File: src/design/hbw_defines.svh
/*
  Constants of the multiplexed host write port: widths, field positions,
  byte-lane codes and timing counts.
  Assumes inclusion by its bare name from the package and the modules.
*/
`ifndef HBW_DEFINES_SVH
`define HBW_DEFINES_SVH

`define HBW_AD_W 16
`define HBW_BE_W 2
`define HBW_PIN_W 5
`define HBW_SYNC_W (`HBW_PIN_W + `HBW_BE_W + `HBW_AD_W)
`define HBW_LO 7:0
`define HBW_HI 15:8
`define HBW_BYTE_ZERO 8'h00
`define HBW_WORD_ZERO 16'h0000

`define HBW_BE_ALL 2'h3
`define HBW_BE_LO 2'h1
`define HBW_BE_HI 2'h2

`define HBW_CLK_NS 25
`define HBW_W8_MAX_NS 200
`define HBW_W16_MAX_NS 280
`define HBW_CNT_W 4
`define HBW_W8_CYC `HBW_CNT_W'(`HBW_W8_MAX_NS / `HBW_CLK_NS)
`define HBW_W16_CYC `HBW_CNT_W'(`HBW_W16_MAX_NS / `HBW_CLK_NS)
`define HBW_CNT_ZERO 4'h0
`define HBW_CNT_ONE 4'h1
`define HBW_CNT_MAX 4'hF

`endif

File: src/design/hbw_pkg.sv
/*
  Types of the multiplexed host write port: configuration, pin group,
  write request and cycle state.
  Assumes hbw_defines.svh is on the include path.
*/
`include "hbw_defines.svh"

package hbw_pkg;

  // Pin polarity, one means active high
  typedef struct packed {
    logic wait_hi;
    logic ale_hi;
    logic cs_hi;
    logic rd_hi;
    logic wr_hi;
  } hbw_pol_t;

  typedef struct packed {
    logic direct;
    logic posted;
    logic dir_strobe;
    logic wait_en;
    logic ale_qual;
    logic bus16;
    hbw_pol_t pol;
  } hbw_cfg_t;

  typedef struct packed {
    logic cs;
    logic rd;
    logic wr;
    logic lo_ale;
    logic hi_ale;
  } hbw_pins_t;

  typedef struct packed {
    logic [`HBW_AD_W-1:0] addr;
    logic [`HBW_AD_W-1:0] data;
    logic [`HBW_BE_W-1:0] be;
    logic is16;
  } hbw_wreq_t;

  typedef enum logic [1:0] {
    HBW_IDLE = 2'h0,
    HBW_STROBE = 2'h1,
    HBW_ACKED = 2'h3
  } hbw_state_t;

endpackage

File: src/design/hbw_sync.sv
/*
  Two-stage synchroniser for a bundle of asynchronous pins.
  Assumes each bit is independent; multi-bit values are only read
  while the host holds them stable.
*/
`timescale 1ns/1ps
`include "hbw_defines.svh"

module hbw_sync #(
  parameter int WIDTH = `HBW_SYNC_W
) (
  // Clock and reset
  input wire logic clk_i,
  input wire logic rstn_i,
  // Pins and synchronised copy
  input wire logic [WIDTH-1:0] async_i,
  output logic [WIDTH-1:0] sync_o
);

  genvar gi;
  generate
    for (gi = 0; gi < WIDTH; gi++) begin : g_bit
      logic meta_q;
      logic stab_q;
      always_ff @(posedge clk_i or negedge rstn_i) begin
        if (!rstn_i) begin
          meta_q <= 1'b0;
          stab_q <= 1'b0;
        end else begin
          meta_q <= async_i[gi];
          stab_q <= meta_q;
        end
      end
      assign sync_o[gi] = stab_q;
    end
  endgenerate

endmodule // hbw_sync

File: src/design/hbw_addr_latch.sv
/*
  Address latch for single or dual phase multiplexed addressing.
  Assumes latch and select inputs are synchronised and active high.
*/
`timescale 1ns/1ps
`include "hbw_defines.svh"

module hbw_addr_latch (
  // Clock and reset
  input wire logic clk_i,
  input wire logic rstn_i,
  // Latch strobes and qualifiers
  input wire logic lo_act_i,
  input wire logic hi_act_i,
  input wire logic cs_act_i,
  input wire logic ale_qual_i,
  input wire logic bus16_i,
  // Address/data bus and latched address
  input wire logic [`HBW_AD_W-1:0] ad_i,
  output logic [`HBW_AD_W-1:0] addr_o
);

  logic [`HBW_AD_W-1:0] addr_q;
  logic [`HBW_AD_W-1:0] addr_d;
  wire gate_ok;
  wire lo_take;
  wire hi_take;

  assign gate_ok = ~ale_qual_i | cs_act_i;
  assign lo_take = lo_act_i & gate_ok;
  assign hi_take = hi_act_i & gate_ok;

  // On an 8-bit bus each phase writes its own half, so either order gives the same address; on a 16-bit bus the low phase writes both halves
  always_comb begin
    addr_d = addr_q;
    if (lo_take) begin
      addr_d[`HBW_LO] = ad_i[`HBW_LO];
      if (bus16_i) begin
        addr_d[`HBW_HI] = ad_i[`HBW_HI];
      end
    end
    if (hi_take) begin
      addr_d[`HBW_HI] = ad_i[`HBW_LO];
    end
  end

  always_ff @(posedge clk_i or negedge rstn_i) begin
    if (!rstn_i) begin
      addr_q <= `HBW_WORD_ZERO;
    end else begin
      addr_q <= addr_d;
    end
  end

  assign addr_o = addr_q;

endmodule // hbw_addr_latch

File: src/design/hbw_write_port.sv
/*
  Write side of a multiplexed 8/16-bit parallel host port: legacy mode,
  direct mapped posted and non-posted writes, separate or direction plus
  strobe signalling, and the cycle-hold output.
  Assumes pins are asynchronous to clk_i, cfg_i is static and synchronous,
  and the memory path answers each request with one wr_done_i pulse.
*/
`timescale 1ns/1ps
`include "hbw_defines.svh"

////////////////////////////////////////////////////////////////////////////

module hbw_write_port (
  // Clock and reset
  input wire logic clk_i,
  input wire logic rstn_i,
  // Static configuration
  input wire hbw_pkg::hbw_cfg_t cfg_i,
  // Host pins
  input wire logic cs_i,
  input wire logic rd_i,
  input wire logic wr_i,
  input wire logic low_addr_latch_i,
  input wire logic high_addr_latch_i,
  input wire logic [`HBW_BE_W-1:0] byte_lane_selects_i,
  input wire logic [`HBW_AD_W-1:0] ad_i,
  // Cycle-hold pin
  output logic wait_ack_o,
  output logic wait_ack_oe_o,
  // Internal write path
  output logic wr_req_o,
  output hbw_pkg::hbw_wreq_t wr_req_data_o,
  input wire logic wr_done_i,
  // Deadline status
  output logic write_late_o
);

  ////////////////////////////////////////////////////////////////////////////
  // Request builder

  function automatic hbw_pkg::hbw_wreq_t build_req(
    input logic [`HBW_AD_W-1:0] addr,
    input logic [`HBW_AD_W-1:0] data,
    input logic [`HBW_BE_W-1:0] lanes,
    input logic bus16,
    input logic legacy
  );
    hbw_pkg::hbw_wreq_t req;
    req.addr = addr;
    req.data = data;
    if (!bus16) begin
      req.data[`HBW_HI] = `HBW_BYTE_ZERO;
    end
    if (legacy) begin
      if (bus16) begin
        req.be = `HBW_BE_ALL;
      end else begin
        req.be = addr[0] ? `HBW_BE_HI : `HBW_BE_LO;
      end
    end else begin
      req.be = lanes;
    end
    req.is16 = bus16 & (req.be == `HBW_BE_ALL);
    return req;
  endfunction

  ////////////////////////////////////////////////////////////////////////////
  // Pin synchronisation and polarity

  hbw_pkg::hbw_pins_t pins_raw;
  hbw_pkg::hbw_pins_t pins_s;
  hbw_pkg::hbw_pins_t pins_a;
  logic [`HBW_BE_W-1:0] be_s;
  logic [`HBW_AD_W-1:0] ad_s;
  logic [`HBW_PIN_W-1:0] pol_mask;
  logic boot_q;
  logic live_q;

  assign pins_raw.cs = cs_i;
  assign pins_raw.rd = rd_i;
  assign pins_raw.wr = wr_i;
  assign pins_raw.lo_ale = low_addr_latch_i;
  assign pins_raw.hi_ale = high_addr_latch_i;

  hbw_sync #(
    .WIDTH(`HBW_SYNC_W)
  ) u_sync (
    .clk_i(clk_i),
    .rstn_i(rstn_i),
    .async_i({pins_raw, byte_lane_selects_i, ad_i}),
    .sync_o({pins_s, be_s, ad_s})
  );

  assign pol_mask = {cfg_i.pol.cs_hi, cfg_i.pol.rd_hi, cfg_i.pol.wr_hi,
                     cfg_i.pol.ale_hi, cfg_i.pol.ale_hi};
  // Pins read inactive until the synchroniser has flushed after reset
  assign pins_a = hbw_pkg::hbw_pins_t'((pins_s ^ ~pol_mask) & {`HBW_PIN_W{live_q}});

  ////////////////////////////////////////////////////////////////////////////
  // Address phase

  logic [`HBW_AD_W-1:0] addr_l;

  hbw_addr_latch u_addr (
    .clk_i(clk_i),
    .rstn_i(rstn_i),
    .lo_act_i(pins_a.lo_ale),
    .hi_act_i(pins_a.hi_ale),
    .cs_act_i(pins_a.cs),
    .ale_qual_i(cfg_i.ale_qual),
    .bus16_i(cfg_i.bus16),
    .ad_i(ad_s),
    .addr_o(addr_l)
  );

  ////////////////////////////////////////////////////////////////////////////
  // Mode and strobe decode

  wire legacy;
  wire posted;
  wire nonposted;
  wire cs_act;
  wire wstb;
  wire start;
  wire stop;
  logic wstb_q;

  assign legacy = ~cfg_i.direct;
  assign posted = cfg_i.direct & cfg_i.posted;
  assign nonposted = cfg_i.direct & ~cfg_i.posted;
  assign cs_act = pins_a.cs;

  // In direction mode the write pin is the bus strobe, the read pin the
  // direction line (active means read)
  assign wstb = cfg_i.dir_strobe ? (pins_a.wr & ~pins_a.rd) : pins_a.wr;

  // Select is sampled only at strobe assertion; it must not move meanwhile
  assign start = cs_act & wstb & ~wstb_q;
  assign stop = ~wstb & wstb_q;

  ////////////////////////////////////////////////////////////////////////////
  // Cycle state

  hbw_pkg::hbw_state_t state_q;
  hbw_pkg::hbw_state_t state_d;
  logic [`HBW_AD_W-1:0] data_q;

  always_comb begin
    state_d = state_q;
    unique case (state_q)
      hbw_pkg::HBW_IDLE: begin
        if (start) begin
          state_d = hbw_pkg::HBW_STROBE;
        end
      end
      hbw_pkg::HBW_STROBE: begin
        if (stop) begin
          state_d = hbw_pkg::HBW_IDLE;
        end else if (nonposted && wr_done_i) begin
          state_d = hbw_pkg::HBW_ACKED;
        end
      end
      hbw_pkg::HBW_ACKED: begin
        if (stop) begin
          state_d = hbw_pkg::HBW_IDLE;
        end
      end
      default: begin
        state_d = hbw_pkg::HBW_IDLE;
      end
    endcase
  end

  ////////////////////////////////////////////////////////////////////////////
  // Write issue

  wire in_cycle;
  wire issue_start;
  wire issue_end;
  wire issue;
  hbw_pkg::hbw_wreq_t req_start;
  hbw_pkg::hbw_wreq_t req_end;
  hbw_pkg::hbw_wreq_t req_d;
  hbw_pkg::hbw_wreq_t req_q;
  logic req_q_v;

  assign in_cycle = (state_q != hbw_pkg::HBW_IDLE);

  // Address is settled before the strobe, so it is taken with the data
  assign req_start = build_req(addr_l, ad_s, be_s, cfg_i.bus16, legacy);
  assign req_end = build_req(addr_l, data_q, be_s, cfg_i.bus16, legacy);

  // Non-posted issues at strobe assertion, posted and legacy at release
  assign issue_start = start & nonposted & (state_q == hbw_pkg::HBW_IDLE);
  assign issue_end = in_cycle & stop & ~nonposted;
  assign issue = issue_start | issue_end;
  assign req_d = issue_start ? req_start : (issue ? req_end : req_q);

  ////////////////////////////////////////////////////////////////////////////
  // Pending posted write

  logic pend_q;
  logic pend16_q;
  wire pend_d;
  wire pend16_d;

  // A new post wins over a completion in the same cycle
  assign pend_d = (issue_end & posted) | (pend_q & ~wr_done_i);
  assign pend16_d = (issue_end & posted) ? req_end.is16 : pend16_q;

  ////////////////////////////////////////////////////////////////////////////
  // Cycle-hold

  wire hold_d;
  wire wait_d;
  wire oe_d;

  assign hold_d = cfg_i.direct &
                  (cfg_i.posted ? pend_d : (state_d == hbw_pkg::HBW_STROBE));
  assign wait_d = hold_d ^ ~cfg_i.pol.wait_hi;
  // Output enable follows select, so a joint release floats the pin
  assign oe_d = cfg_i.wait_en & cs_act;

  ////////////////////////////////////////////////////////////////////////////
  // Deadline watch

  logic [`HBW_CNT_W-1:0] cnt_q;
  logic [`HBW_CNT_W-1:0] cnt_d;
  logic [`HBW_CNT_W-1:0] limit;
  wire waiting;
  wire wait16;
  wire late_d;

  // The host relies on hold releasing in time while it keeps the strobe
  assign waiting = cfg_i.direct & wstb & in_cycle & hold_d;
  assign wait16 = cfg_i.posted ? pend16_q : req_q.is16;
  assign limit = wait16 ? `HBW_W16_CYC : `HBW_W8_CYC;
  assign late_d = waiting & (cnt_q == limit);

  always_comb begin
    if (!waiting) begin
      cnt_d = `HBW_CNT_ZERO;
    end else if (cnt_q == `HBW_CNT_MAX) begin
      cnt_d = cnt_q;
    end else begin
      cnt_d = cnt_q + `HBW_CNT_ONE;
    end
  end

  ////////////////////////////////////////////////////////////////////////////
  // Registers

  always_ff @(posedge clk_i or negedge rstn_i) begin
    if (!rstn_i) begin
      state_q <= hbw_pkg::HBW_IDLE;
      wstb_q <= 1'b0;
      data_q <= `HBW_WORD_ZERO;
      req_q <= '0;
      req_q_v <= 1'b0;
      pend_q <= 1'b0;
      pend16_q <= 1'b0;
      cnt_q <= `HBW_CNT_ZERO;
      boot_q <= 1'b0;
      live_q <= 1'b0;
    end else begin
      state_q <= state_d;
      wstb_q <= wstb;
      data_q <= wstb ? ad_s : data_q;
      req_q <= req_d;
      req_q_v <= issue;
      pend_q <= pend_d;
      pend16_q <= pend16_d;
      cnt_q <= cnt_d;
      boot_q <= 1'b1;
      live_q <= boot_q;
    end
  end

  always_ff @(posedge clk_i or negedge rstn_i) begin
    if (!rstn_i) begin
      wait_ack_o <= 1'b1;
      wait_ack_oe_o <= 1'b0;
      write_late_o <= 1'b0;
    end else begin
      wait_ack_o <= wait_d;
      wait_ack_oe_o <= oe_d;
      write_late_o <= late_d;
    end
  end

  assign wr_req_o = req_q_v;
  assign wr_req_data_o = req_q;

endmodule // hbw_write_port

File: config.mk
export PLATFORM = sky130hd
export DESIGN_NAME = hbw_write_port
export DESIGN_NICKNAME = d
export VERILOG_FILES = /design/src/design/hbw_pkg.sv /design/src/design/hbw_sync.sv /design/src/design/hbw_addr_latch.sv /design/src/design/hbw_write_port.sv
export VERILOG_INCLUDE_DIRS = /design/src /design/src/design
export SDC_FILE = /design/constraint.sdc
export NUM_CORES = 1
export LEC_CHECK = 0
export ABC_CLOCK_PERIOD_IN_PS = 2400
export BUFFER_PORTS_ARGS = -buffer_cell sky130_fd_sc_hd__buf_2
export CORE_ASPECT_RATIO = 1.4
export CORE_MARGIN = 2
export CORE_UTILIZATION = 40
export CTS_CLUSTER_DIAMETER = 60
export DETAILED_ROUTE_END_ITERATION = 16
export GPL_TIMING_DRIVEN = 0
export SETUP_SLACK_MARGIN = 0.05
export SLEW_MARGIN = 5
export SYNTH_ARGS = -nofsm -noshare
export SYNTH_HDL_FRONTEND = slang
export SYNTH_HIERARCHICAL = 1
export SYNTH_SLANG_ARGS = --single-unit
File: constraint.sdc
create_clock -name clk_i -period 2.4 [get_ports clk_i]
set_input_delay 0.36 -clock clk_i [delete_from_list [all_inputs] [get_ports clk_i]]
set_output_delay 0.36 -clock clk_i [all_outputs]
set_load 0.005 [all_outputs]
==> impl_metrics.ini <==
[outcome]
status = finished, final reports clean

[flow_run]
drv_cap = 0

[global_route]
met1_usage_pct = 18.3
grt-busiest-layer = met2
grt_pass1_wl_um = 16000
overflow = 0
antenna_found_initial = 0
grt_pass1_vias = 3178
grt_usage_pct = 15.6
grtUsageMet2_pct = 26.9
grt.met3_usage_pct = 4.73
grt_max_degree = 84

[worst_hold_path]
hp-class = input port to flip-flop

[timing]
setup_tns_ps = 0
slew-limit-headroom_pct = 65.7
grt_setup_unrepaired = false
hold_violations = 0
fmax_mhz = 461
fin_ws_ps = 229
setup_viol = 0
finClkSkew_ps = 6.87
tightest_slew_ps = 514
holdWs_ps = 54.5
finalCriticalPeriod_ps = 2170
period_share_pct = 90.5
maxSlewViolCount = 0

[placed_design]
io_buffers = 74
dp.cells = 597
pre_cts_slack_ps = 187
place_congestion = 0.818
hpwl_um = 6660

[cells_and_area]
final_common_cell = dfrtp_1
regArea_um2 = 3200
layout-drive-gt1-share_pct = 40.8
finalNonFillerCells = 630
area_growth_pct = 25.4
antenna_cells = 0
nets = 505
layout_common_cells = dfrtp_1, buf_2, nand2_1
multi_input_area_um2 = 1500
final_util_pct = 51.2
n_fill_cell = 1101

[yosys]
synth_flop_cell = dfrtp_1
ys_types = 48
synthCells = 372
yosys_warnings = 6
synth_area_um2 = 5010
postSynth.asyncResetShare_pct = 100
ys_seq_elements = 128
synth_edf_count = 0
avgSynthCellArea_um2 = 13.5
seq_area_frac_synth_pct = 64.0
synth_fp_nets = 410

[drt]
wl_per_cell_um = 15.3
ant_nets = 0
drtIter0Drc = 130
vias_per_cell = 4.73
vias = 2978
wl_um = 9620
drc_errors = 0
first_pass_iters = 4

[floorplanning]
core_region_area_um2 = 12300
fp.dieH_um = 136
die_w_um = 98.6
fp-row-count = 48
ios = 76
start_util_pct = 40.9
die-area_um2 = 13400

[setup_path]
crit_chain = buf_4, xor2_1, o211ai_4, clkbuf_1, clkbuf_1, nand2_1, nand2_1
cpPeakStageDelay_ps = 470
start_kind = flip-flop
crit_type = flip-flop to flip-flop
critPathArrivalTime_ps = 2520
endpoint_kind = flip-flop
worst_path_max_delay_cell = clkbuf_1
critical_path_required_ps = 2750
crit_fanout = 10

[clocking]
cts_buffers = 17
cts_tree = done
worstSkewPairLatency_ps = 410
post_cts_buffers = 0
cts.clk_slew.worst_paths_ps = 60
clockRootBuffer = clkbuf_16
cts.repair.resized = 0
clkSinkCount = 128
htreeDepth = 4
cts_max_path_buffers = 2

[power]
leakagePower_nw = 3.01
powerDensity_nw_per_um2 = 1100
irDropWorstVdd_mv = 0.455
[worst paths after layout]
check | start | end | slack (ps) | cells after the start
setup / recovery | u_sync/g_bit[21].stab_q$_DFF_PN0_ | data_q[7]$_DFFE_PN0P_ | 230 | 7
hold / removal | ad_i[9] | u_sync/g_bit[9].meta_q$_DFF_PN0_ | 50 | 1
setup reg to reg | u_sync/g_bit[21].stab_q$_DFF_PN0_ | data_q[7]$_DFFE_PN0P_ | 230 | 7
hold reg to reg | u_sync/g_bit[19].meta_q$_DFF_PN0_ | u_sync/g_bit[19].stab_q$_DFF_PN0_ | 340 | 0
max in group asynchronous | rstn_i | u_sync/g_bit[4].stab_q$_DFF_PN0_ | 1200 | 3
min in group asynchronous | rstn_i | cnt_q[0]$_DFFE_PN0P_ | 450 | 2
[state kept, by name, indices dropped and copies added, names as in the netlist]
register             cells
u_sync/g_bit.stab_q     23
wr_req_o                 1
wstb_q                   1
wr_req_data_o           35
boot_q                   1
wait_ack_oe_o            1
state_q                  2
data_q                  16
pend16_q                 1
u_sync/g_bit.meta_q     23
cnt_q                    4
write_late_o             1
u_addr/addr_o           16
pend_q                   1
wait_ack_o               1
live_q                   1
[logic make-up (layout without fill, tap and decap cells)]
family          Yosys count  after routing  synth area share [%]
compound gates           38             38                  6.72
xor+xnor                  7              7                  1.22
fa+ha+maj                 1              1                 0.250
buf+inv                  39            147                  6.05
flops                   128            128                  64.0
mux                      48             48                  10.3
other cells               1              1                0.0749
simple gates            110            110                  11.4
[worst max-delay path, delay by kind of cell, from the launching register on]
kind	cells	cell delay [ps]
buf+inv	3	1040
compound gates	1	350
flops	1	360
xor+xnor	1	170
simple gates	2	190
[area by class of cell]
cell class	count	share of cell area [%]
clock buffers	20	7.43
flip-flops and latches	128	51.0
well taps	150	2.99
clock inverters	12	3.23
repair buffers	76	6.60
inverters	5	0.418
plain buffers	34	4.40
multi-input cells	205	23.9
[cell usage after synthesis, types with 4 or more instances]
cell | number | area share (%)
buf_4 | 25 | 3.7
xnor2_1 | 5 | 0.87
nand3_1 | 4 | 0.40
mux2_2 | 27 | 6.1
nand2b_1 | 6 | 0.75
nand2_1 | 54 | 4.0
and3_2 | 8 | 1.2
nor2_1 | 14 | 1.0
o2bb2ai_1 | 8 | 1.4
a21oi_2 | 9 | 1.6
a221o_1 | 8 | 1.6
mux2i_1 | 21 | 4.2
nor3_1 | 6 | 0.60
dfrtp_1 | 127 | 63
[stage by stage]
stage | cell area [um2] | power (mW)
after floorplan | 5010 | 3.55
after global placement | 5570 | 4.06
after detailed placement | 5600 | 4.12
after CTS | 6280 | 7.01
after global routing | 6280 | 7.27
final | 6280 | 6.92
[repair_timing]
item / CTS / global route
endpoints found under the hold margin: 45 / 0
hold buffers: 1 / 0
endpoints found under the setup margin: 0 / 0
[layer usage]
layer	vias up	part of all wire (%)
li1	1442	-
met1	1468	41
met2	59	53
met3	9	4.1
met4	0	1.2
met5	-	0
[report_power, final]
group / internal (mW) / switching, mW / leakage [nW] / total (mW)
clock: 1.93 / 0.928 / 0.327 / 2.86
sequential: 2.64 / 0.251 / 1.56 / 2.89
combinational: 0.631 / 0.538 / 1.13 / 1.17
total: 5.20 / 1.72 / 3.01 / 6.92
Note: power is estimated with default switching activity, not from simulation.
